File: src/rsos_pkg.sv
// How it works
// - Power request pin debounce picks 0.5, 10, 40 or 160 ms from two bits.
// - Debounce applies only when power key mode select is 1, else bypass.
// - Debounce time counts system clock cycles, not converter switching.
// - Source 00 watches no rail; output rises after the release delay.
// - Source 00 drops output on power-off sequence start or supply lockout.
// - Buck 4 disabled by the serial bus counts as buck 4 good always.
// - Source 01 drops output at once when buck 4 good falls.
// - Source 10 follows supply comparator: delayed rise, immediate fall.
// - Source 10 judges supply only while above lockout and request active.
// - Source 11 rises after all enabled rails good plus release delay.
// - Source 11 drops output at once when any monitored rail goes bad.
// - Release delay picks 100, 50, 10 or 1 ms from two bits.
// - Release delay counts system clock cycles, not converter switching.
// - Source 10 rising threshold code 2.7, 2.9, 4.0 or 4.4 V.
// - Power-on and power-off sequences share one slot of 0.5 to 16 ms.
// - Slot length counts system clock cycles, not converter switching.
package rsos_pkg;

    // =========================================================
    // Clock and counter widths
    localparam int unsigned CLK_MHZ = 125;
    localparam int unsigned CW = 32;
    localparam logic [CW-1:0] CNT_ZERO = 32'h0;
    localparam logic [CW-1:0] CNT_ONE = 32'h1;

    // =========================================================
    // Timer channels
    localparam int unsigned N_TMR = 3;
    localparam int unsigned TMR_DEBOUNCE = 0;
    localparam int unsigned TMR_RELEASE = 1;
    localparam int unsigned TMR_SLOT = 2;

    // =========================================================
    // Times in microseconds, indexed by the two-bit select
    localparam int unsigned DB_US_0 = 500;
    localparam int unsigned DB_US_1 = 10000;
    localparam int unsigned DB_US_2 = 40000;
    localparam int unsigned DB_US_3 = 160000;
    localparam int unsigned RD_US_0 = 100000;
    localparam int unsigned RD_US_1 = 50000;
    localparam int unsigned RD_US_2 = 10000;
    localparam int unsigned RD_US_3 = 1000;
    localparam int unsigned SL_US_0 = 500;
    localparam int unsigned SL_US_1 = 2000;
    localparam int unsigned SL_US_2 = 8000;
    localparam int unsigned SL_US_3 = 16000;

    // =========================================================
    // Mode encodings
    localparam logic [1:0] SRC_SEQ = 2'h0;
    localparam logic [1:0] SRC_BUCK4 = 2'h1;
    localparam logic [1:0] SRC_SUPPLY = 2'h2;
    localparam logic [1:0] SRC_ALL = 2'h3;
    localparam logic KEY_MODE_DEBOUNCE = 1'h1;

    // =========================================================
    // Asynchronous input vector layout
    localparam int unsigned N_RAILS = 9;
    localparam int unsigned IDX_PWR = 0;
    localparam int unsigned IDX_PG4 = 1;
    localparam int unsigned IDX_LOCK = 2;
    localparam int unsigned IDX_RISE = 3;
    localparam int unsigned IDX_RAIL = 4;
    localparam int unsigned N_ASYNC = IDX_RAIL + N_RAILS;

    // =========================================================
    // Reset output state
    typedef enum logic [1:0]
    {
        RS_HELD = 2'h0,
        RS_TIMING = 2'h1,
        RS_RELEASED = 2'h2
    } rsos_state_t;

endpackage

File: src/rsos_tmr_if.sv
`timescale 1ns/1ps
// =============================================================
// Timer bank hookup
interface rsos_tmr_if;
    logic [rsos_pkg::N_TMR-1:0] run;
    logic [rsos_pkg::CW-1:0] limit [rsos_pkg::N_TMR];
    logic [rsos_pkg::N_TMR-1:0] done;
    modport ctrl (output run, output limit, input done);
    modport tmr (input run, input limit, output done);
endinterface

File: src/rsos_timer.sv
`timescale 1ns/1ps
// =============================================================
// Restartable interval counters, one per channel
module rsos_timer
(
    // Clock and reset
    input wire logic clk,
    input wire logic reset,
    // Channel controls
    rsos_tmr_if.tmr t
);

    logic [rsos_pkg::CW-1:0] cnt_q [rsos_pkg::N_TMR];
    logic [rsos_pkg::CW-1:0] cnt_d [rsos_pkg::N_TMR];
    logic [rsos_pkg::N_TMR-1:0] done_q;
    logic [rsos_pkg::N_TMR-1:0] done_d;

    genvar i;
    generate
        for (i = 0; i < rsos_pkg::N_TMR; i++)
        begin : g_ch
            // Count while running, pulse and wrap at the limit
            always_comb
            begin
                cnt_d[i] = rsos_pkg::CNT_ZERO;
                done_d[i] = 1'b0;
                if (!t.run[i])
                begin
                    cnt_d[i] = rsos_pkg::CNT_ZERO;
                end
                else if (cnt_q[i] >= t.limit[i] - rsos_pkg::CNT_ONE)
                begin
                    done_d[i] = 1'b1;
                end
                else
                begin
                    cnt_d[i] = cnt_q[i] + rsos_pkg::CNT_ONE;
                end
            end

            // Counter registers
            always_ff @(posedge clk or posedge reset)
            begin
                if (reset)
                begin
                    cnt_q[i] <= rsos_pkg::CNT_ZERO;
                    done_q[i] <= 1'b0;
                end
                else
                begin
                    cnt_q[i] <= cnt_d[i];
                    done_q[i] <= done_d[i];
                end
            end
        end
    endgenerate

    assign t.done = done_q;

endmodule

File: src/rsos_supervisor.sv
`timescale 1ns/1ps
// =============================================================
// Reset output supervisor: key debounce, reset output, slot timing
module rsos_supervisor
#(
    parameter int unsigned DB_CYC [4] = '{
        rsos_pkg::DB_US_0 * rsos_pkg::CLK_MHZ,
        rsos_pkg::DB_US_1 * rsos_pkg::CLK_MHZ,
        rsos_pkg::DB_US_2 * rsos_pkg::CLK_MHZ,
        rsos_pkg::DB_US_3 * rsos_pkg::CLK_MHZ},
    parameter int unsigned RD_CYC [4] = '{
        rsos_pkg::RD_US_0 * rsos_pkg::CLK_MHZ,
        rsos_pkg::RD_US_1 * rsos_pkg::CLK_MHZ,
        rsos_pkg::RD_US_2 * rsos_pkg::CLK_MHZ,
        rsos_pkg::RD_US_3 * rsos_pkg::CLK_MHZ},
    parameter int unsigned SL_CYC [4] = '{
        rsos_pkg::SL_US_0 * rsos_pkg::CLK_MHZ,
        rsos_pkg::SL_US_1 * rsos_pkg::CLK_MHZ,
        rsos_pkg::SL_US_2 * rsos_pkg::CLK_MHZ,
        rsos_pkg::SL_US_3 * rsos_pkg::CLK_MHZ}
)
(
    // Clock and reset
    input wire logic clk,
    input wire logic reset,
    // Power request pin and key mode
    input wire logic power_request_pin,
    input wire logic power_key_mode_select,
    input wire logic [1:0] power_request_debounce_sel,
    // Reset output configuration
    input wire logic [1:0] reset_out_source_select,
    input wire logic [1:0] reset_release_delay_sel,
    input wire logic [1:0] input_rise_threshold_sel,
    // Supply comparators, asynchronous
    input wire logic main_supply_above_lockout,
    input wire logic main_supply_above_rise,
    // Rail status, flags asynchronous
    input wire logic buck4_power_good_flag,
    input wire logic buck4_bus_disabled,
    input wire logic [rsos_pkg::N_RAILS-1:0] rail_enable,
    input wire logic [rsos_pkg::N_RAILS-1:0] rail_good_flag,
    // Sequencer
    input wire logic power_off_seq_active,
    input wire logic sequence_running,
    input wire logic [1:0] sequence_slot_length_sel,
    // Outputs
    output logic reset_output_pin,
    output logic power_request_active,
    output logic [1:0] rise_threshold_code,
    output logic slot_tick
);

    rsos_tmr_if tmr ();

    rsos_timer u_timer
    (
        .clk (clk),
        .reset (reset),
        .t (tmr.tmr)
    );

    // =========================================================
    // Input synchronisers
    logic [rsos_pkg::N_ASYNC-1:0] async_in;
    logic [rsos_pkg::N_ASYNC-1:0] s1_q;
    logic [rsos_pkg::N_ASYNC-1:0] s2_q;
    logic [rsos_pkg::N_ASYNC-1:0] s3_q;
    logic [rsos_pkg::N_ASYNC-1:0] filt_q;
    logic [rsos_pkg::N_ASYNC-1:0] filt_d;

    // Gather the pins into one vector
    assign async_in = {rail_good_flag, main_supply_above_rise,
        main_supply_above_lockout, buck4_power_good_flag,
        power_request_pin};

    // Accept a level once stages two and three agree
    genvar b;
    generate
        for (b = 0; b < rsos_pkg::N_ASYNC; b++)
        begin : g_filt
            assign filt_d[b] = (s2_q[b] == s3_q[b]) ? s3_q[b] : filt_q[b];
        end
    endgenerate

    // Synchroniser registers
    always_ff @(posedge clk or posedge reset)
    begin
        if (reset)
        begin
            s1_q <= '0;
            s2_q <= '0;
            s3_q <= '0;
            filt_q <= '0;
        end
        else
        begin
            s1_q <= async_in;
            s2_q <= s1_q;
            s3_q <= s2_q;
            filt_q <= filt_d;
        end
    end

    logic pwr_sync;
    logic pg4_sync;
    logic lock_ok;
    logic rise_ok;
    logic [rsos_pkg::N_RAILS-1:0] rail_sync;

    assign pwr_sync = filt_q[rsos_pkg::IDX_PWR];
    assign pg4_sync = filt_q[rsos_pkg::IDX_PG4];
    assign lock_ok = filt_q[rsos_pkg::IDX_LOCK];
    assign rise_ok = filt_q[rsos_pkg::IDX_RISE];
    assign rail_sync = filt_q[rsos_pkg::IDX_RAIL +: rsos_pkg::N_RAILS];

    // =========================================================
    // Power request debounce
    logic pwr_act_q;
    logic pwr_act_d;
    logic db_mode;
    logic db_mismatch;
    logic db_done;

    assign db_mode = (power_key_mode_select == rsos_pkg::KEY_MODE_DEBOUNCE);
    assign db_mismatch = (pwr_sync != pwr_act_q);
    assign db_done = tmr.done[rsos_pkg::TMR_DEBOUNCE];

    // Follow the pin directly or after a stable interval
    always_comb
    begin
        pwr_act_d = pwr_act_q;
        if (!db_mode)
        begin
            pwr_act_d = pwr_sync;
        end
        else if (db_mismatch && db_done)
        begin
            pwr_act_d = pwr_sync;
        end
    end

    // Debounced request register
    always_ff @(posedge clk or posedge reset)
    begin
        if (reset)
        begin
            pwr_act_q <= 1'b0;
        end
        else
        begin
            pwr_act_q <= pwr_act_d;
        end
    end

    // =========================================================
    // Reset output condition per source
    logic pg4_eff;
    logic rails_ok;
    logic rso_good;

    assign pg4_eff = buck4_bus_disabled | pg4_sync;
    assign rails_ok = &(~rail_enable | rail_sync);

    // Pick the condition the output follows
    always_comb
    begin
        case (reset_out_source_select)
            rsos_pkg::SRC_SEQ:
                rso_good = lock_ok & ~power_off_seq_active;
            rsos_pkg::SRC_BUCK4:
                rso_good = pg4_eff;
            rsos_pkg::SRC_SUPPLY:
                rso_good = lock_ok & pwr_act_q & rise_ok;
            rsos_pkg::SRC_ALL:
                rso_good = rails_ok;
            default:
                rso_good = 1'b0;
        endcase
    end

    // =========================================================
    // Reset output state machine
    rsos_pkg::rsos_state_t st_q;
    rsos_pkg::rsos_state_t st_d;
    logic rso_q;
    logic rso_d;
    logic rd_done;

    assign rd_done = tmr.done[rsos_pkg::TMR_RELEASE];

    // Delayed release, immediate assertion
    always_comb
    begin
        st_d = st_q;
        case (st_q)
            rsos_pkg::RS_HELD:
            begin
                if (rso_good)
                begin
                    st_d = rsos_pkg::RS_TIMING;
                end
            end
            rsos_pkg::RS_TIMING:
            begin
                if (!rso_good)
                begin
                    st_d = rsos_pkg::RS_HELD;
                end
                else if (rd_done)
                begin
                    st_d = rsos_pkg::RS_RELEASED;
                end
            end
            rsos_pkg::RS_RELEASED:
            begin
                if (!rso_good)
                begin
                    st_d = rsos_pkg::RS_HELD;
                end
            end
            default:
                st_d = rsos_pkg::RS_HELD;
        endcase
        rso_d = (st_d == rsos_pkg::RS_RELEASED);
    end

    // State and pin registers
    always_ff @(posedge clk or posedge reset)
    begin
        if (reset)
        begin
            st_q <= rsos_pkg::RS_HELD;
            rso_q <= 1'b0;
        end
        else
        begin
            st_q <= st_d;
            rso_q <= rso_d;
        end
    end

    // =========================================================
    // Timer hookup and slot tick
    logic tick_q;
    logic thr_q;
    logic [1:0] thr_code_q;

    // Drive timer channels from the selects
    always_comb
    begin
        tmr.run[rsos_pkg::TMR_DEBOUNCE] = db_mode & db_mismatch;
        tmr.limit[rsos_pkg::TMR_DEBOUNCE] =
            DB_CYC[power_request_debounce_sel];
        tmr.run[rsos_pkg::TMR_RELEASE] =
            (st_q == rsos_pkg::RS_TIMING) & rso_good;
        tmr.limit[rsos_pkg::TMR_RELEASE] =
            RD_CYC[reset_release_delay_sel];
        tmr.run[rsos_pkg::TMR_SLOT] = sequence_running;
        tmr.limit[rsos_pkg::TMR_SLOT] =
            SL_CYC[sequence_slot_length_sel];
    end

    // Slot tick and threshold code registers
    always_ff @(posedge clk or posedge reset)
    begin
        if (reset)
        begin
            tick_q <= 1'b0;
            thr_code_q <= 2'h0;
        end
        else
        begin
            tick_q <= tmr.done[rsos_pkg::TMR_SLOT] & sequence_running;
            thr_code_q <= input_rise_threshold_sel;
        end
    end

    assign reset_output_pin = rso_q;
    assign power_request_active = pwr_act_q;
    assign rise_threshold_code = thr_code_q;
    assign slot_tick = tick_q;

    // =========================================================
    // Assertion helpers: consecutive-cycle counters
    logic [rsos_pkg::CW-1:0] mis_cnt_q;
    logic [rsos_pkg::CW-1:0] good_cnt_q;

    always_ff @(posedge clk or posedge reset)
    begin
        if (reset)
        begin
            mis_cnt_q <= rsos_pkg::CNT_ZERO;
            good_cnt_q <= rsos_pkg::CNT_ZERO;
        end
        else
        begin
            mis_cnt_q <= db_mismatch ? mis_cnt_q + rsos_pkg::CNT_ONE
                : rsos_pkg::CNT_ZERO;
            good_cnt_q <= rso_good ? good_cnt_q + rsos_pkg::CNT_ONE
                : rsos_pkg::CNT_ZERO;
        end
    end

    // =========================================================
    // Assertions
    property p_db_bypass;
        @(posedge clk) disable iff (reset)
        !db_mode |=> (power_request_active == $past(pwr_sync));
    endproperty
    a_db_bypass: assert property (p_db_bypass)
        else $error("request not following pin in bypass mode");

    property p_db_stable;
        @(posedge clk) disable iff (reset)
        (db_mode && $past(db_mode) && $changed(power_request_active))
        |-> ($past(mis_cnt_q) >= $past(tmr.limit[rsos_pkg::TMR_DEBOUNCE]));
    endproperty
    a_db_stable: assert property (p_db_stable)
        else $error("request changed before debounce time");

    property p_drop_now;
        @(posedge clk) disable iff (reset)
        !rso_good |=> !reset_output_pin;
    endproperty
    a_drop_now: assert property (p_drop_now)
        else $error("reset output not lowered at once");

    property p_rise_delay;
        @(posedge clk) disable iff (reset)
        $rose(reset_output_pin) |->
            ($past(good_cnt_q) >= $past(tmr.limit[rsos_pkg::TMR_RELEASE]));
    endproperty
    a_rise_delay: assert property (p_rise_delay)
        else $error("reset output rose before release delay");

    property p_buck4_off;
        @(posedge clk) disable iff (reset)
        (reset_out_source_select == rsos_pkg::SRC_BUCK4
            && buck4_bus_disabled && reset_output_pin) |=> reset_output_pin;
    endproperty
    a_buck4_off: assert property (p_buck4_off)
        else $error("disabled buck 4 not seen as good");

    property p_supply_off;
        @(posedge clk) disable iff (reset)
        (reset_out_source_select == rsos_pkg::SRC_SUPPLY
            && !power_request_active) |=> !reset_output_pin;
    endproperty
    a_supply_off: assert property (p_supply_off)
        else $error("supply mode high while request inactive");

    property p_seq_off;
        @(posedge clk) disable iff (reset)
        (reset_out_source_select == rsos_pkg::SRC_SEQ
            && power_off_seq_active) |=> !reset_output_pin;
    endproperty
    a_seq_off: assert property (p_seq_off)
        else $error("reset output high during power-off");

    property p_rails_bad;
        @(posedge clk) disable iff (reset)
        (reset_out_source_select == rsos_pkg::SRC_ALL && !rails_ok)
        |=> !reset_output_pin;
    endproperty
    a_rails_bad: assert property (p_rails_bad)
        else $error("reset output high with a rail bad");

    property p_slot_pulse;
        @(posedge clk) disable iff (reset)
        slot_tick |=> !slot_tick;
    endproperty
    a_slot_pulse: assert property (p_slot_pulse)
        else $error("slot tick longer than one cycle");

endmodule

File: config.mk
export PLATFORM = sky130hd
export DESIGN_NAME = rsos_supervisor
export DESIGN_NICKNAME = d
export VERILOG_FILES = /design/src/rsos_pkg.sv /design/src/rsos_tmr_if.sv /design/src/rsos_timer.sv /design/src/rsos_supervisor.sv
export SDC_FILE = /design/constraint.sdc
export NUM_CORES = 1
export LEC_CHECK = 0
export BUFFER_PORTS_ARGS = -buffer_cell sky130_fd_sc_hd__buf_2
export CAP_MARGIN = 15
export CORE_UTILIZATION = 40
export DETAILED_ROUTE_END_ITERATION = 12
export PLACE_DENSITY_LB_ADDON = 0.1
export SYNTH_ARGS = -nofsm -noshare
export SYNTH_HDL_FRONTEND = slang
export SYNTH_HIERARCHICAL = 1
export SYNTH_SLANG_ARGS = --single-unit
File: constraint.sdc
create_clock -name clk -period 5.4 [get_ports clk]
set_clock_uncertainty 0.1 [all_clocks]
set_input_delay 0.54 -clock clk [delete_from_list [all_inputs] [get_ports clk]]
set_output_delay 0.54 -clock clk [all_outputs]
set_load 0.02 [all_outputs]
Yosys cells after proc, flatten, opt, wreduce, memory -nomap -nowiden
Index checks and enable logic that the tools add are counted.
Word-level totals
  RAM bits: 0
  memories: 0
  input port bits: 38
  bits in latches: 0
  register bits after elaboration: 158
  output and inout bits: 5
  ROM bits: 0
Cells by class
  eq/ne operators: 21
  reductions and logical operators: 4
  bitwise logic cells: 13
  div/mod/pow operators: 0
  $mul: 0
  shift operators: 0
  order comparisons: 6
  muxes and demuxes: 29
  add/subtract/negate cells: 6
Operators by type and width (number)
  $mux W32: 12
  $bmux W32 S2: 3
  $add A32 B1 Y32 const B: 3
  $ge A32 B32 Y1: 3
  $sub A32 B1 Y32 const B: 3
  $eq A1 B1 Y1: 13
  $ge A3 B3 Y1 const B: 3
  $not A2 Y3: 3
  $not A9 Y9: 1
  $or A9 B9 Y9: 1
  $reduce_and A9 Y1: 1
  $eq A2 B2 Y1 const B: 4
  $mux W1: 8
  $mux W2: 4
  $and A1 B1 Y1: 6
  $pmux W2 S3: 1
  $eq A2 B1 Y1 const B: 2
  $logic_not A2 Y1: 2
  $pmux W1 S4: 1
  $ne A2 B1 Y1 const B: 1
  $logic_and A1 B1 Y1: 1
  $ne A1 B1 Y1: 1
  $not A1 Y1: 1
  $or A1 B1 Y1: 1

Longest topological paths before layout
Gate-level depths: netlist (run 1).
  depth after elaboration: 8
  depth in mapped cells: 17

Hierarchy
The synthesis (run 1) kept the hierarchy.
By module, submodules not included
  rsos_timer: cells an instance 958, times used 1, area an instance 8220.4 µm²
  rsos_supervisor: cells an instance 144, times used 1, area an instance 2150.8 µm²

Worst setup path before layout (run 1)
Ideal clock, no wire load.
  kind: input -> register
  start: input reset_release_delay_sel[1]
  end: register u_timer/cnt_q[54] (netlist bit)
  stages on the path: 17
  arrival time: 4576 ps
  buffers on the path: 1
  path slack: 592 ps
  setup time: 132 ps
  cell sequence: inv_1 > ha_1 > inv_1 > or4_4 > or3_4 > or3_4 > or3_4 > nor3_2 > xnor2_1 > ha_1 > nand4_1 > nor4_1 > nand2_1 > a2bb2oi_1 > nand2_1 > clkbuf_1 > nor2_1
RTL lines
  start: declaration: RTL line rsos_supervisor.sv:32  | input wire logic [1:0] reset_release_delay_sel,
  end signal: indexed assignment: RTL line rsos_timer.sv:46  | cnt_q[i] <= rsos_pkg::CNT_ZERO;
  end signal: indexed assignment: RTL line rsos_timer.sv:51  | cnt_q[i] <= cnt_d[i];
  end: declaration: RTL line rsos_timer.sv:13  | logic [rsos_pkg::CW-1:0] cnt_q [rsos_pkg::N_TMR];

==> flow_metrics.py, run 1 <==
metrics = {
    "run_status": {
        "status": "finished clean",
    },
    "floorplan": {
        "start_util_pct": 40.9,
        "core_area_sq_mm": 0.0253,
        "dieArea_sq_mm": 0.0266,
        "rows": 58,
        "fp.dieH_microns": 163,
        "num_io_pins": 43,
        "die_w_microns": 163,
    },
    "cells_and_area": {
        "final_nets": 1431,
        "multi_input_area_sq_mm": 0.00664,
        "n_antenna_cell": 0,
        "regArea_sq_mm": 0.00395,
        "area_delta_synth_final_pct": 16.1,
        "fill_cells": 2465,
        "layout-drive-gt1-share_pct": 8.09,
        "stdcell_area_sq_mm": 0.0120,
        "fin_cells": 1616,
    },
    "sta": {
        "hold_viol": 0,
        "report.final.slew_viol_count": 0,
        "fin_crit_ns": 4.68,
        "tightest_slew_ns": 0.852,
        "fmax_mhz": 214,
        "post-route-period-util_pct": 86.7,
        "finalSetupTns_ns": 0,
        "slew_headroom_pct": 42.7,
        "rsz0062_at_grt": "false",
        "setup_viol": 0,
    },
    "placed_design": {
        "port_buffers": 42,
        "place_congestion": 0.770,
        "hpwl_microns": 15600,
        "place_inst": 1583,
        "dpl_cell_area_sq_mm": 0.0115,
    },
    "clock_tree": {
        "post_cts_buffers": 0,
        "worst_skew_pair.late_latency_ns": 0.42,
        "cts_buffer_depth": 2,
        "htree_levels": 4,
        "cts_tree": "yes",
        "clk_pin_slew_ns": 0.07,
        "cts_hold_buf": 1,
        "clock-root-buffer": "clkbuf_16",
        "cts_resized": 0,
        "cts_buffers": 17,
        "cts_sinks": 158,
    },
    "pwr": {
        "peakVddDrop_mv": 0.183,
        "power_density_mw_per_mm2": 220,
        "power_leakage_nw": 5.23,
    },
    "logic_synthesis": {
        "syn-mean-instance-area_sq_um": 9.41,
        "syn_inst": 1102,
        "yosysSeqAreaShare_pct": 38.1,
        "synth_area_sq_mm": 0.0104,
        "yosysWarnings": 6,
        "synthArstFlopShare_pct": 100,
        "post-synth-top-area-cell": "dfrtp_1",
        "ys_seq_elements": 158,
        "synth_flop_cell": "dfrtp_1",
        "synth_area_leaders": "dfrtp_1 (38%), ha_1 (14%), xnor2_1 (9.7%)",
        "ys_types": 49,
        "netlist.area_leader.share_pct": 38.1,
        "synth_edf_count": 0,
    },
    "routing": {
        "wl_microns": 20300,
        "via_per_inst": 4.75,
        "drcViolationCount": 0,
        "firstDrtPassIters": 4,
        "wire_per_inst_microns": 12.6,
        "vias": 7668,
        "drt-initial-drc-count": 460,
        "ant_nets": 0,
    },
    "critical_path": {
        "critical_path.most_common_cell": "ha_1",
        "cp-start-kind": "input pin",
        "crit_chain": "buf_2 -> inv_1 -> ha_1 -> nor4_1 -> or4b_2 -> nor3b_1 -> nand2b_1 -> nor3_1 -> xnor2_1 -> ha_1 -> nand4_1 -> or4_1 -> o21ai_2 -> buf_4 -> nor2_1",
        "r2r_slack_ns": 2.79,
        "path_class": "input pin to flip-flop",
        "worst_setup_path_end_kind": "flip-flop",
        "cpPeakStageDelay_ns": 0.65,
        "critical_path.max_fanout": 32,
        "worst_ep_arrival_time_ns": 4.87,
        "crit_slowest_cell": "or4b_2",
        "cp_data_required_time_ns": 5.59,
    },
    "global_route": {
        "grt_pass1_vias": 7387,
        "gr-usage-all-layers_pct": 16.7,
        "antenna_found_initial": 0,
        "grt-ovfl-total": 0,
        "grt_max_degree": 56,
        "grt_pass1_wl_microns": 35600,
    },
    "run": {
        "cap_violations": 0,
    },
    "min_path": {
        "hold_path.class": "input pin to flip-flop",
    },
}
## cell usage in the layout, fill, tap and decap left out, types with 5 or more instances in the layout
| cell type | Yosys | final |
|---|---|---|
| nor2_1 | 167 | 167 |
| dfrtp_1 | 158 | 158 |
| ha_1 | 120 | 120 |
| xnor2_1 | 115 | 115 |
| conb_1 | 1 | 109 |
| nand2_1 | 79 | 79 |
| xor2_1 | 65 | 65 |
| a21oi_1 | 46 | 46 |
| buf_2 | 0 | 42 |
| inv_1 | 41 | 39 |
| nand3_1 | 39 | 39 |
| nor3_1 | 32 | 32 |
| nand4_1 | 32 | 32 |
| o21ai_0 | 25 | 25 |
| nor4_1 | 22 | 22 |
| and3_1 | 18 | 18 |
| clkbuf_16 | 0 | 17 |
| nor2b_1 | 14 | 14 |
| maj3_1 | 13 | 13 |
| and4_1 | 12 | 12 |
| or3_1 | 11 | 11 |
| and2_1 | 10 | 10 |
| buf_4 | 0 | 10 |
| or4_1 | 8 | 8 |
| nand2b_1 | 7 | 7 |
| o21a_1 | 6 | 6 |
| a21o_1 | 5 | 5 |
| inv_6 | 0 | 5 |
## Yosys cell counts (2+ instances only)
cell,n
a211oi_1,4
a21o_1,5
a21oi_1,46
a41oi_1,3
and2_1,10
and3_1,18
and4_1,12
clkbuf_1,10
dfrtp_1,158
ha_1,120
inv_1,41
maj3_1,13
nand2_1,79
nand2b_1,7
nand3_1,39
nand3b_1,3
nand4_1,32
nor2_1,167
nor2b_1,14
nor3_1,32
nor3_2,2
nor3b_1,2
nor4_1,22
nor4b_1,3
o21a_1,6
o21ai_0,25
o21ai_1,6
o311a_1,2
o31ai_1,2
or2_2,3
or3_1,11
or3_4,3
or4_1,8
xnor2_1,115
xor2_1,65
## final cells by class
| type | count | area share (%) |
|---|---|---|
| inverters | 41 | 1.30 |
| clock buffers | 18 | 3.65 |
| well taps | 330 | 3.43 |
| flip-flops and latches | 158 | 32.8 |
| clock inverters | 14 | 1.03 |
| repair buffers | 54 | 2.62 |
| multi-input cells | 1001 | 55.1 |
## cells by family (layout without fill, tap and decap cells)
logic type	Yosys count	count (layout)	share of synthesized area, %
buffers and inverters	51	127	1.85
other	1	109	0.0362
xor gates and xnor gates	180	180	15.2
and+or+nand+nor	473	473	22.7
adders and majority gates	133	133	15.7
DFF	158	158	38.1
muxes	1	1	0.109
AOI/OAI and AO/OA	105	105	6.23
## stage by stage
step / power [mW] / utilization (%) / worst slack [ns] / hold slack, ns
3_3_place_gp: 1.54 / 45.3 / 0.274 / 0.232
6_report: 2.65 / 47.5 / 0.721 / 0.124
2_1_floorplan: 1.46 / - / 0.592 / 0.231
3_5_place_dp: 1.54 / 45.3 / 0.281 / 0.235
4_1_cts: 2.69 / 47.5 / 0.708 / 0.103
5_1_grt: 2.79 / 47.5 / 0.257 / 0.0993
## power by group
| part | switching (mW) | internal (mW) | total, mW |
|---|---|---|---|
| Clock | 0.517 | 0.620 | 1.14 |
| Sequential | 0.0210 | 1.22 | 1.24 |
| Combinational | 0.171 | 0.109 | 0.281 |
## worst paths after layout
| check | startpoint | to | cells after the start |
|---|---|---|---|
| max | power_request_debounce_sel[1] | u_timer/cnt_q[82]$_DFF_PP0_ | 15 |
| min reg2reg | s1_q[12]$_DFF_PP0_ | s2_q[12]$_DFF_PP0_ | 0 |
| min in group asynchronous | reset | slot_tick$_DFF_PP0_ | 3 |
| max in group asynchronous | reset | u_timer/cnt_q[91]$_DFF_PP0_ | 4 |
| min | input_rise_threshold_sel[1] | rise_threshold_code[1]$_DFF_PP0_ | 1 |
| max reg2reg | u_timer/cnt_q[64]$_DFF_PP0_ | u_timer/cnt_q[88]$_DFF_PP0_ | 7 |
## routing by layer
metal / up-vias / GRT usage [%] / share of wire (%)
met5: - / 0 / 0
met1: 3528 / 23.0 / 50
met2: 49 / 27.4 / 48
met4: 0 / 4.21 / 0.81
li1: 4082 / - / -
met3: 9 / 2.29 / 1.5
## sequential cells by signal, indices dropped and copies added, names as in the netlist, 2 cells and up
name,cells
s3_q,13
s1_q,13
st_q,2
filt_q,13
rise_threshold_code,2
u_timer/cnt_q,96
s2_q,13
u_timer/t.done,3
## worst max-delay path, delay by kind of cell
kind | cells | cell delay (ns)
AO/OA/AOI/OAI | 1 | 0.13
adder cells (fa/ha/maj) | 2 | 0.69
XOR/XNOR | 1 | 0.10
AND/OR/NAND/NOR | 8 | 2.69
buffers and inverters | 3 | 0.70
(Power assumes the default switching activity.)
==> run 2: changes to the inputs <==
GPL_ROUTABILITY_DRIVEN = 0   (was default)
SYNTH_HIERARCHICAL = default   (was 1)
==> run 2 against run 1 <==
Against the previous run: sequential power barely moved; global-route usage down 0.23 points; first-iteration DRC count is 66% lower; critical path depth fell by 1; via count fell by 26%; die area decreased by 20%; total power is 4.4% lower; area after synthesis decreased by 20%; synthesized cell count decreased by 28%; critical endpoint is now u_timer.cnt_q[50]$_DFF_PP0_; largest power group unchanged; highest routed layer unchanged.
==> flow_metrics.py, run 2 <==
metrics = {
    "run_status": {
        "status": "finished clean",
    },
    "sta": {
        "rsz0062_at_grt": "false",
        "setup_viol": 0,
        "tightest_slew_ns": 1.12,
        "fin_hold_ws_ns": 0.117,
        "fmax_mhz": 300,
        "fin_crit_ns": 3.33,
        "finalSetupTns_ns": 0,
        "hold_viol": 0,
        "post-route-period-util_pct": 61.7,
        "report.final.slew_viol_count": 0,
        "slew_headroom_pct": 25.4,
    },
    "pwr": {
        "comb_power_share_pct": 5.8,
        "switching_share_pct": 25.8,
        "clockPowerShare_pct": 45.6,
        "p_seq_share_pct": 48.6,
        "power.total_mw": 2.54,
        "peakVddDrop_mv": 0.183,
        "power_leakage_nw": 4.18,
        "power.switching_mw": 0.655,
        "power_density_mw_per_mm2": 272,
        "internal_power_mw": 1.88,
    },
    "cells_and_area": {
        "largest_reg_flops": 96,
        "final_nets": 985,
        "stdcell_area_sq_mm": 0.00935,
        "final_cell_mix": "dfrtp_1 (158), ha_1 (97), nor2_1 (91)",
        "layout_commonest_cell": "dfrtp_1",
        "area_delta_synth_final_pct": 13.3,
        "regMostFlops": "u_timer.cnt_q",
        "finalCoreUtilization_pct": 46.2,
        "layout-drive-gt1-share_pct": 9.97,
        "n_antenna_cell": 0,
    },
    "floorplan": {
        "start_util_pct": 40.8,
        "die_w_microns": 146,
        "num_io_pins": 43,
        "dieArea_sq_mm": 0.0212,
        "fp.dieH_microns": 146,
        "core_area_sq_mm": 0.0202,
        "rows": 52,
    },
    "critical_path": {
        "crit_buf_inv": 3,
        "crit_family": "simple AND/OR/NAND/NOR gates",
        "worst_ep_arrival_time_ns": 3.50,
        "r2r_slack_ns": 2.64,
        "path_class": "input pin to flip-flop",
        "critical_path.max_fanout": 32,
        "cp_data_required_time_ns": 5.57,
        "worst_setup_path_end_kind": "flip-flop",
        "crit_chain": "buf_2 -> inv_1 -> ha_1 -> inv_1 -> a21o_1 -> nand4_1 -> xnor2_1 -> ha_1 -> nand4_1 -> or4_1 -> a21oi_1 -> o2111ai_1 -> nand3_2 -> nor2_1",
        "crit_slowest_cell": "or4_1",
        "cp-start-kind": "input pin",
        "cpPeakStageDelay_ns": 0.52,
    },
    "clock_tree": {
        "post_cts_buffers": 0,
        "cts_sinks": 158,
        "cts_resized": 0,
        "clk_pin_slew_ns": 0.07,
        "cts_buffer_depth": 2,
        "htree_levels": 4,
        "worst_skew_pair.late_latency_ns": 0.42,
        "cts_buffers": 17,
        "cts_tree": "yes",
        "clock-root-buffer": "clkbuf_16",
        "cts_hold_buf": 0,
    },
    "routing": {
        "firstDrtPassIters": 4,
        "via_per_inst": 5.01,
        "wire_per_inst_microns": 14.1,
        "drt-initial-drc-count": 155,
        "drcViolationCount": 0,
        "wl_microns": 16000,
        "ant_nets": 0,
        "vias": 5678,
    },
    "logic_synthesis": {
        "syn-mean-instance-area_sq_um": 10.5,
        "synth_area_leaders": "dfrtp_1 (48%), ha_1 (15%), xnor2_1 (4.8%)",
        "synth_compound_area_share_pct": 5.48,
        "yosysWarnings": 0,
        "synth-xor-area-share_pct": 8.82,
        "ys_types": 46,
        "synth_flop_cell": "dfrtp_1",
        "ys_seq_elements": 158,
        "syn_inst": 788,
        "synth_top_family_by_area": "simple AND/OR/NAND/NOR gates",
        "yosys.area_share.simple_pct": 18.3,
        "synth-adder-area-share_pct": 16.3,
        "synth_area_sq_mm": 0.00825,
        "synth_commonest_cells": "dfrtp_1 (158), ha_1 (97), nor2_1 (91)",
        "synthArstFlopShare_pct": 100,
        "synth_edf_count": 0,
        "netlist.area_leader.share_pct": 47.9,
        "yosysMostFrequentCell": "dfrtp_1",
        "synth.mux.area_fraction_pct": 0.137,
        "post-synth-top-area-cell": "dfrtp_1",
        "yosysSeqAreaShare_pct": 47.9,
    },
    "global_route": {
        "grt_pass1_wl_microns": 28500,
        "grt-ovfl-total": 0,
        "antenna_found_initial": 0,
        "gr-usage-all-layers_pct": 16.4,
        "grt_pass1_vias": 5884,
        "grt_max_degree": 114,
    },
    "run": {
        "cap_violations": 0,
    },
    "placed_design": {
        "port_buffers": 42,
        "dpl_cell_area_sq_mm": 0.00877,
        "hpwl_microns": 11300,
    },
    "min_path": {
        "hold_path.class": "input pin to flip-flop",
    },
}
[run 2: changes by cell type after synthesis, moves of 9 or more]
cell / previous run / this run
nor2_1: 167 / 91
xnor2_1: 115 / 45
nand2_1: 79 / 43
xor2_1: 65 / 38
ha_1: 120 / 97
a21oi_1: 46 / 29
nor4_1: 22 / 9
o21ai_0: 25 / 12
nand3_1: 39 / 49
nor2b_1: 14 / 4
or3_1: 11 / 1
and2_1: 10 / 1
nor3_1: 32 / 41
[run 2: routing by layer]
layer	share of wire, %	global-route usage, %
met3	2.0	3.35
met5	0	0
met1	48	21.6
met2	49	27.4
met4	1.1	4.79
[run 2: final timing paths]
kind | startpoint | end | depth (start not counted)
max reg2reg | u_timer.cnt_q[20]$_DFF_PP0_ | u_timer.cnt_q[10]$_DFF_PP0_ | 7
min in group asynchronous | reset | s2_q[0]$_DFF_PP0_ | 2
min reg2reg | s1_q[10]$_DFF_PP0_ | s2_q[10]$_DFF_PP0_ | 0
max in group asynchronous | reset | u_timer.cnt_q[1]$_DFF_PP0_ | 3
max | reset_release_delay_sel[1] | u_timer.cnt_q[50]$_DFF_PP0_ | 14
min | rail_good_flag[3] | s1_q[7]$_DFF_PP0_ | 1
[run 2: through the flow]
stage / cells / worst slack, ns
after floorplan: 806 / 0.497
after global placement: 1101 / 1.77
after detailed placement: 1101 / 1.63
after CTS: 1133 / 2.07
after global routing: 1133 / 1.83
final: 1133 / 2.07
[run 2: cells by family (layout without fill, tap and decap cells)]
family | count (synthesis) | count (layout)
compound gates | 72 | 72
xor+xnor | 83 | 83
simple gates | 305 | 305
buf+inv | 57 | 114
mux | 1 | 1
fa+ha+maj | 110 | 110
other cells | 2 | 20
flops | 158 | 158
[run 2: worst reg2reg max path, stage by stage (launching register included)]
cell,delay (ns)
dfrtp_1,0.43
ha_1,0.30
nand4bb_1,0.14
or2_2,0.34
nor4_1,0.33
a211oi_1,0.19
nand2_1,0.61
nor2_1,0.17
[run 2: cell type report]
class | count | area (sq um)
multi-input combinational | 591 | 4110
timing repair buffer | 43 | 218
clock inverter | 14 | 143
fill | 1915 | 10900
sequential | 158 | 3950
clock buffer | 18 | 429
tap | 270 | 338
inverter | 39 | 151
[run 2: power by group through the flow]
stage / Sequential, mW / Clock (mW) / Combinational [mW]
after floorplan: 1.25 / 0 / 0.101
after global placement: 1.26 / 0 / 0.144
after detailed placement: 1.26 / 0 / 0.151
after CTS: 1.23 / 1.19 / 0.152
after global routing: 1.24 / 1.25 / 0.171
final: 1.23 / 1.16 / 0.147
==> run 3: changes to the inputs <==
clock period = 3 ns   (was 5.4 ns; I/O delays follow)
==> run 3 against run 2 <==
Against the previous run: via count up 2.1%; cell count up 3.4%; clock-buffer cell count down 1; first-iteration DRC count up 69%; register-to-register slack worse by 2.1 ns; largest power group unchanged; wire length up 1.7%; critical path depth down 2; non-clock buffer count up 38.
==> flow_metrics.py, run 3 (synthesis gave the netlist of run 2 again) <==
metrics = {
    "run": {
        "cap_violations": 0,
    },
    "placed_design": {
        "hpwl_microns": 11700,
        "place_inst": 1123,
        "port_buffers": 42,
        "dpl_cell_area_sq_mm": 0.00899,
        "pre_cts_slack_ns": -0.107,
    },
    "cells_and_area": {
        "final_nets": 1023,
        "n_antenna_cell": 0,
        "fin_cells": 1171,
        "largest_reg_flops": 96,
        "layout_commonest_cell": "dfrtp_1",
        "regArea_sq_mm": 0.00395,
        "fill_cells": 1860,
        "multi_input_area_sq_mm": 0.00411,
        "area_delta_synth_final_pct": 18.3,
        "final_cell_mix": "dfrtp_1 (158), ha_1 (97), nor2_1 (91)",
        "layout-drive-gt1-share_pct": 12.1,
        "regMostFlops": "u_timer.cnt_q",
        "stdcell_area_sq_mm": 0.00976,
    },
    "critical_path": {
        "rr_startpoint": "u_timer.cnt_q[20]$_DFF_PP0_",
        "critical_path.max_fanout": 32,
        "critical_path.endpoint": "u_timer.cnt_q[43]$_DFF_PP0_",
        "worst_setup_path_end_kind": "flip-flop",
        "worst_ep_arrival_time_ns": 2.88,
        "reg2regPathDepth": 9,
        "path_class": "input pin to flip-flop",
        "cp-start-kind": "input pin",
        "cp_data_required_time_ns": 3.21,
        "r2r_slack_ns": 0.55,
        "r2r-end": "u_timer.cnt_q[17]$_DFF_PP0_",
        "startpoint": "reset_release_delay_sel[0]",
    },
    "clock_tree": {
        "cts_tree": "yes",
        "clock-root-buffer": "clkbuf_16",
        "worst_skew_pair.late_latency_ns": 0.43,
        "clk_pin_slew_ns": 0.06,
        "cts_sinks": 158,
        "htree_levels": 4,
        "cts_buffers": 17,
        "cts_buffer_depth": 2,
        "cts_resized": 0,
    },
    "routing": {
        "via_per_inst": 4.95,
        "wl_microns": 16300,
        "ant_nets": 0,
        "firstDrtPassIters": 5,
        "wire_per_inst_microns": 13.9,
        "drcViolationCount": 0,
        "vias": 5800,
        "drt-initial-drc-count": 262,
    },
    "pwr": {
        "power_leakage_nw": 4.39,
        "peakVddDrop_mv": 0.308,
        "power_density_mw_per_mm2": 484,
    },
    "global_route": {
        "grt_pass1_wl_microns": 28200,
        "grt_max_degree": 97,
        "antenna_found_initial": 0,
        "grt-ovfl-total": 0,
        "gr-usage-all-layers_pct": 16.4,
        "grt_pass1_vias": 6026,
    },
    "floorplan": {
        "fp.dieH_microns": 146,
        "die_w_microns": 146,
        "num_io_pins": 43,
        "core_area_sq_mm": 0.0202,
        "rows": 52,
        "start_util_pct": 40.8,
        "dieArea_sq_mm": 0.0212,
    },
    "sta": {
        "fin_crit_ns": 2.67,
        "post-route-period-util_pct": 88.9,
        "fmax_mhz": 375,
        "setup_viol": 0,
        "rsz0062_at_grt": "false",
        "hold_viol": 0,
        "setup_slack_ns": 0.333,
        "report.final.slew_viol_count": 0,
        "slew_headroom_pct": 61.9,
        "tightest_slew_ns": 0.566,
    },
    "min_path": {
        "hold_path.class": "input pin to flip-flop",
    },
    "run_status": {
        "status": "finished clean",
    },
}
## run 3: changes by cell type in the layout (fill, tap and decap cells not counted), sizes merged
cell / previous run / this run
buf: 43 / 65
dlygate4sd3: 0 / 16
clkinv: 5 / 3
bufinv: 0 / 1
clkbuf: 18 / 17
clkinvlp: 1 / 2
inv: 47 / 48
## run 3: metrics by stage
stage | TNS (ns) | power [mW] | utilization [%] | hold slack, ns
final | 0 | 4.73 | 48.2 | 0.0268
after global routing | 0 | 4.94 | 48.2 | 0.0241
after CTS | 0 | 4.80 | 48.2 | 0.0119
after detailed placement | -3.09 | 2.56 | 44.4 | 0.202
after global placement | 0 | 2.55 | 44.4 | 0.199
after floorplan | 0 | 2.44 | - | 0.231
## run 3: area by class of cell
| cell class | count | area share [%] |
|---|---|---|
| repair buffers | 81 | 6.08 |
| clock inverters | 15 | 1.88 |
| multi-input cells | 591 | 42.2 |
| flip-flops and latches | 158 | 40.5 |
| clock buffers | 17 | 4.36 |
| well taps | 270 | 3.46 |
| inverters | 39 | 1.54 |
## run 3: how the worst min path moves through the flow
stage	startpoint	endpoint	cells past startpoint
6_report	power_key_mode_select	u_timer.cnt_q[65]$_DFF_PP0_	3
5_1_grt	power_key_mode_select	u_timer.cnt_q[65]$_DFF_PP0_	3
4_1_cts	sequence_running	slot_tick$_DFF_PP0_	2
3_5_place_dp	reset	rise_threshold_code[0]$_DFF_PP0_	2
3_3_place_gp	reset	rise_threshold_code[0]$_DFF_PP0_	2
2_1_floorplan	s1_q[0]$_DFF_PP0_	s2_q[0]$_DFF_PP0_	0
## run 3: per-layer routing
metal | GRT usage [%] | vias to the layer above | routed length (microns)
li1 | - | 2917 | -
met1 | 20.5 | 2780 | 7560
met2 | 28.1 | 85 | 8030
met3 | 3.26 | 18 | 435
met4 | 6.32 | 0 | 225
met5 | 0 | - | 0
## run 3: report_power, final
part           internal (mW)  switching (mW)
logic                  0.125           0.183
registers               2.19          0.0304
clock network           1.20           0.997
## run 3: what timing repair did
item | in CTS | in global routing
setup buffers | 0 | 0
hold buffers | 16 | 0
endpoints found under the hold margin | 27 | 0
## run 3: critical path: stages
cell and delay [ns]:
buf_2 0.12, inv_1 0.11, ha_1 0.23, or4b_2 0.64, ha_1 0.31, nand2_1 0.05
or4_1 0.39, a21oi_1 0.15, o2111ai_1 0.18, nand3_2 0.12, buf_12 0.18, nor2_1 0.07
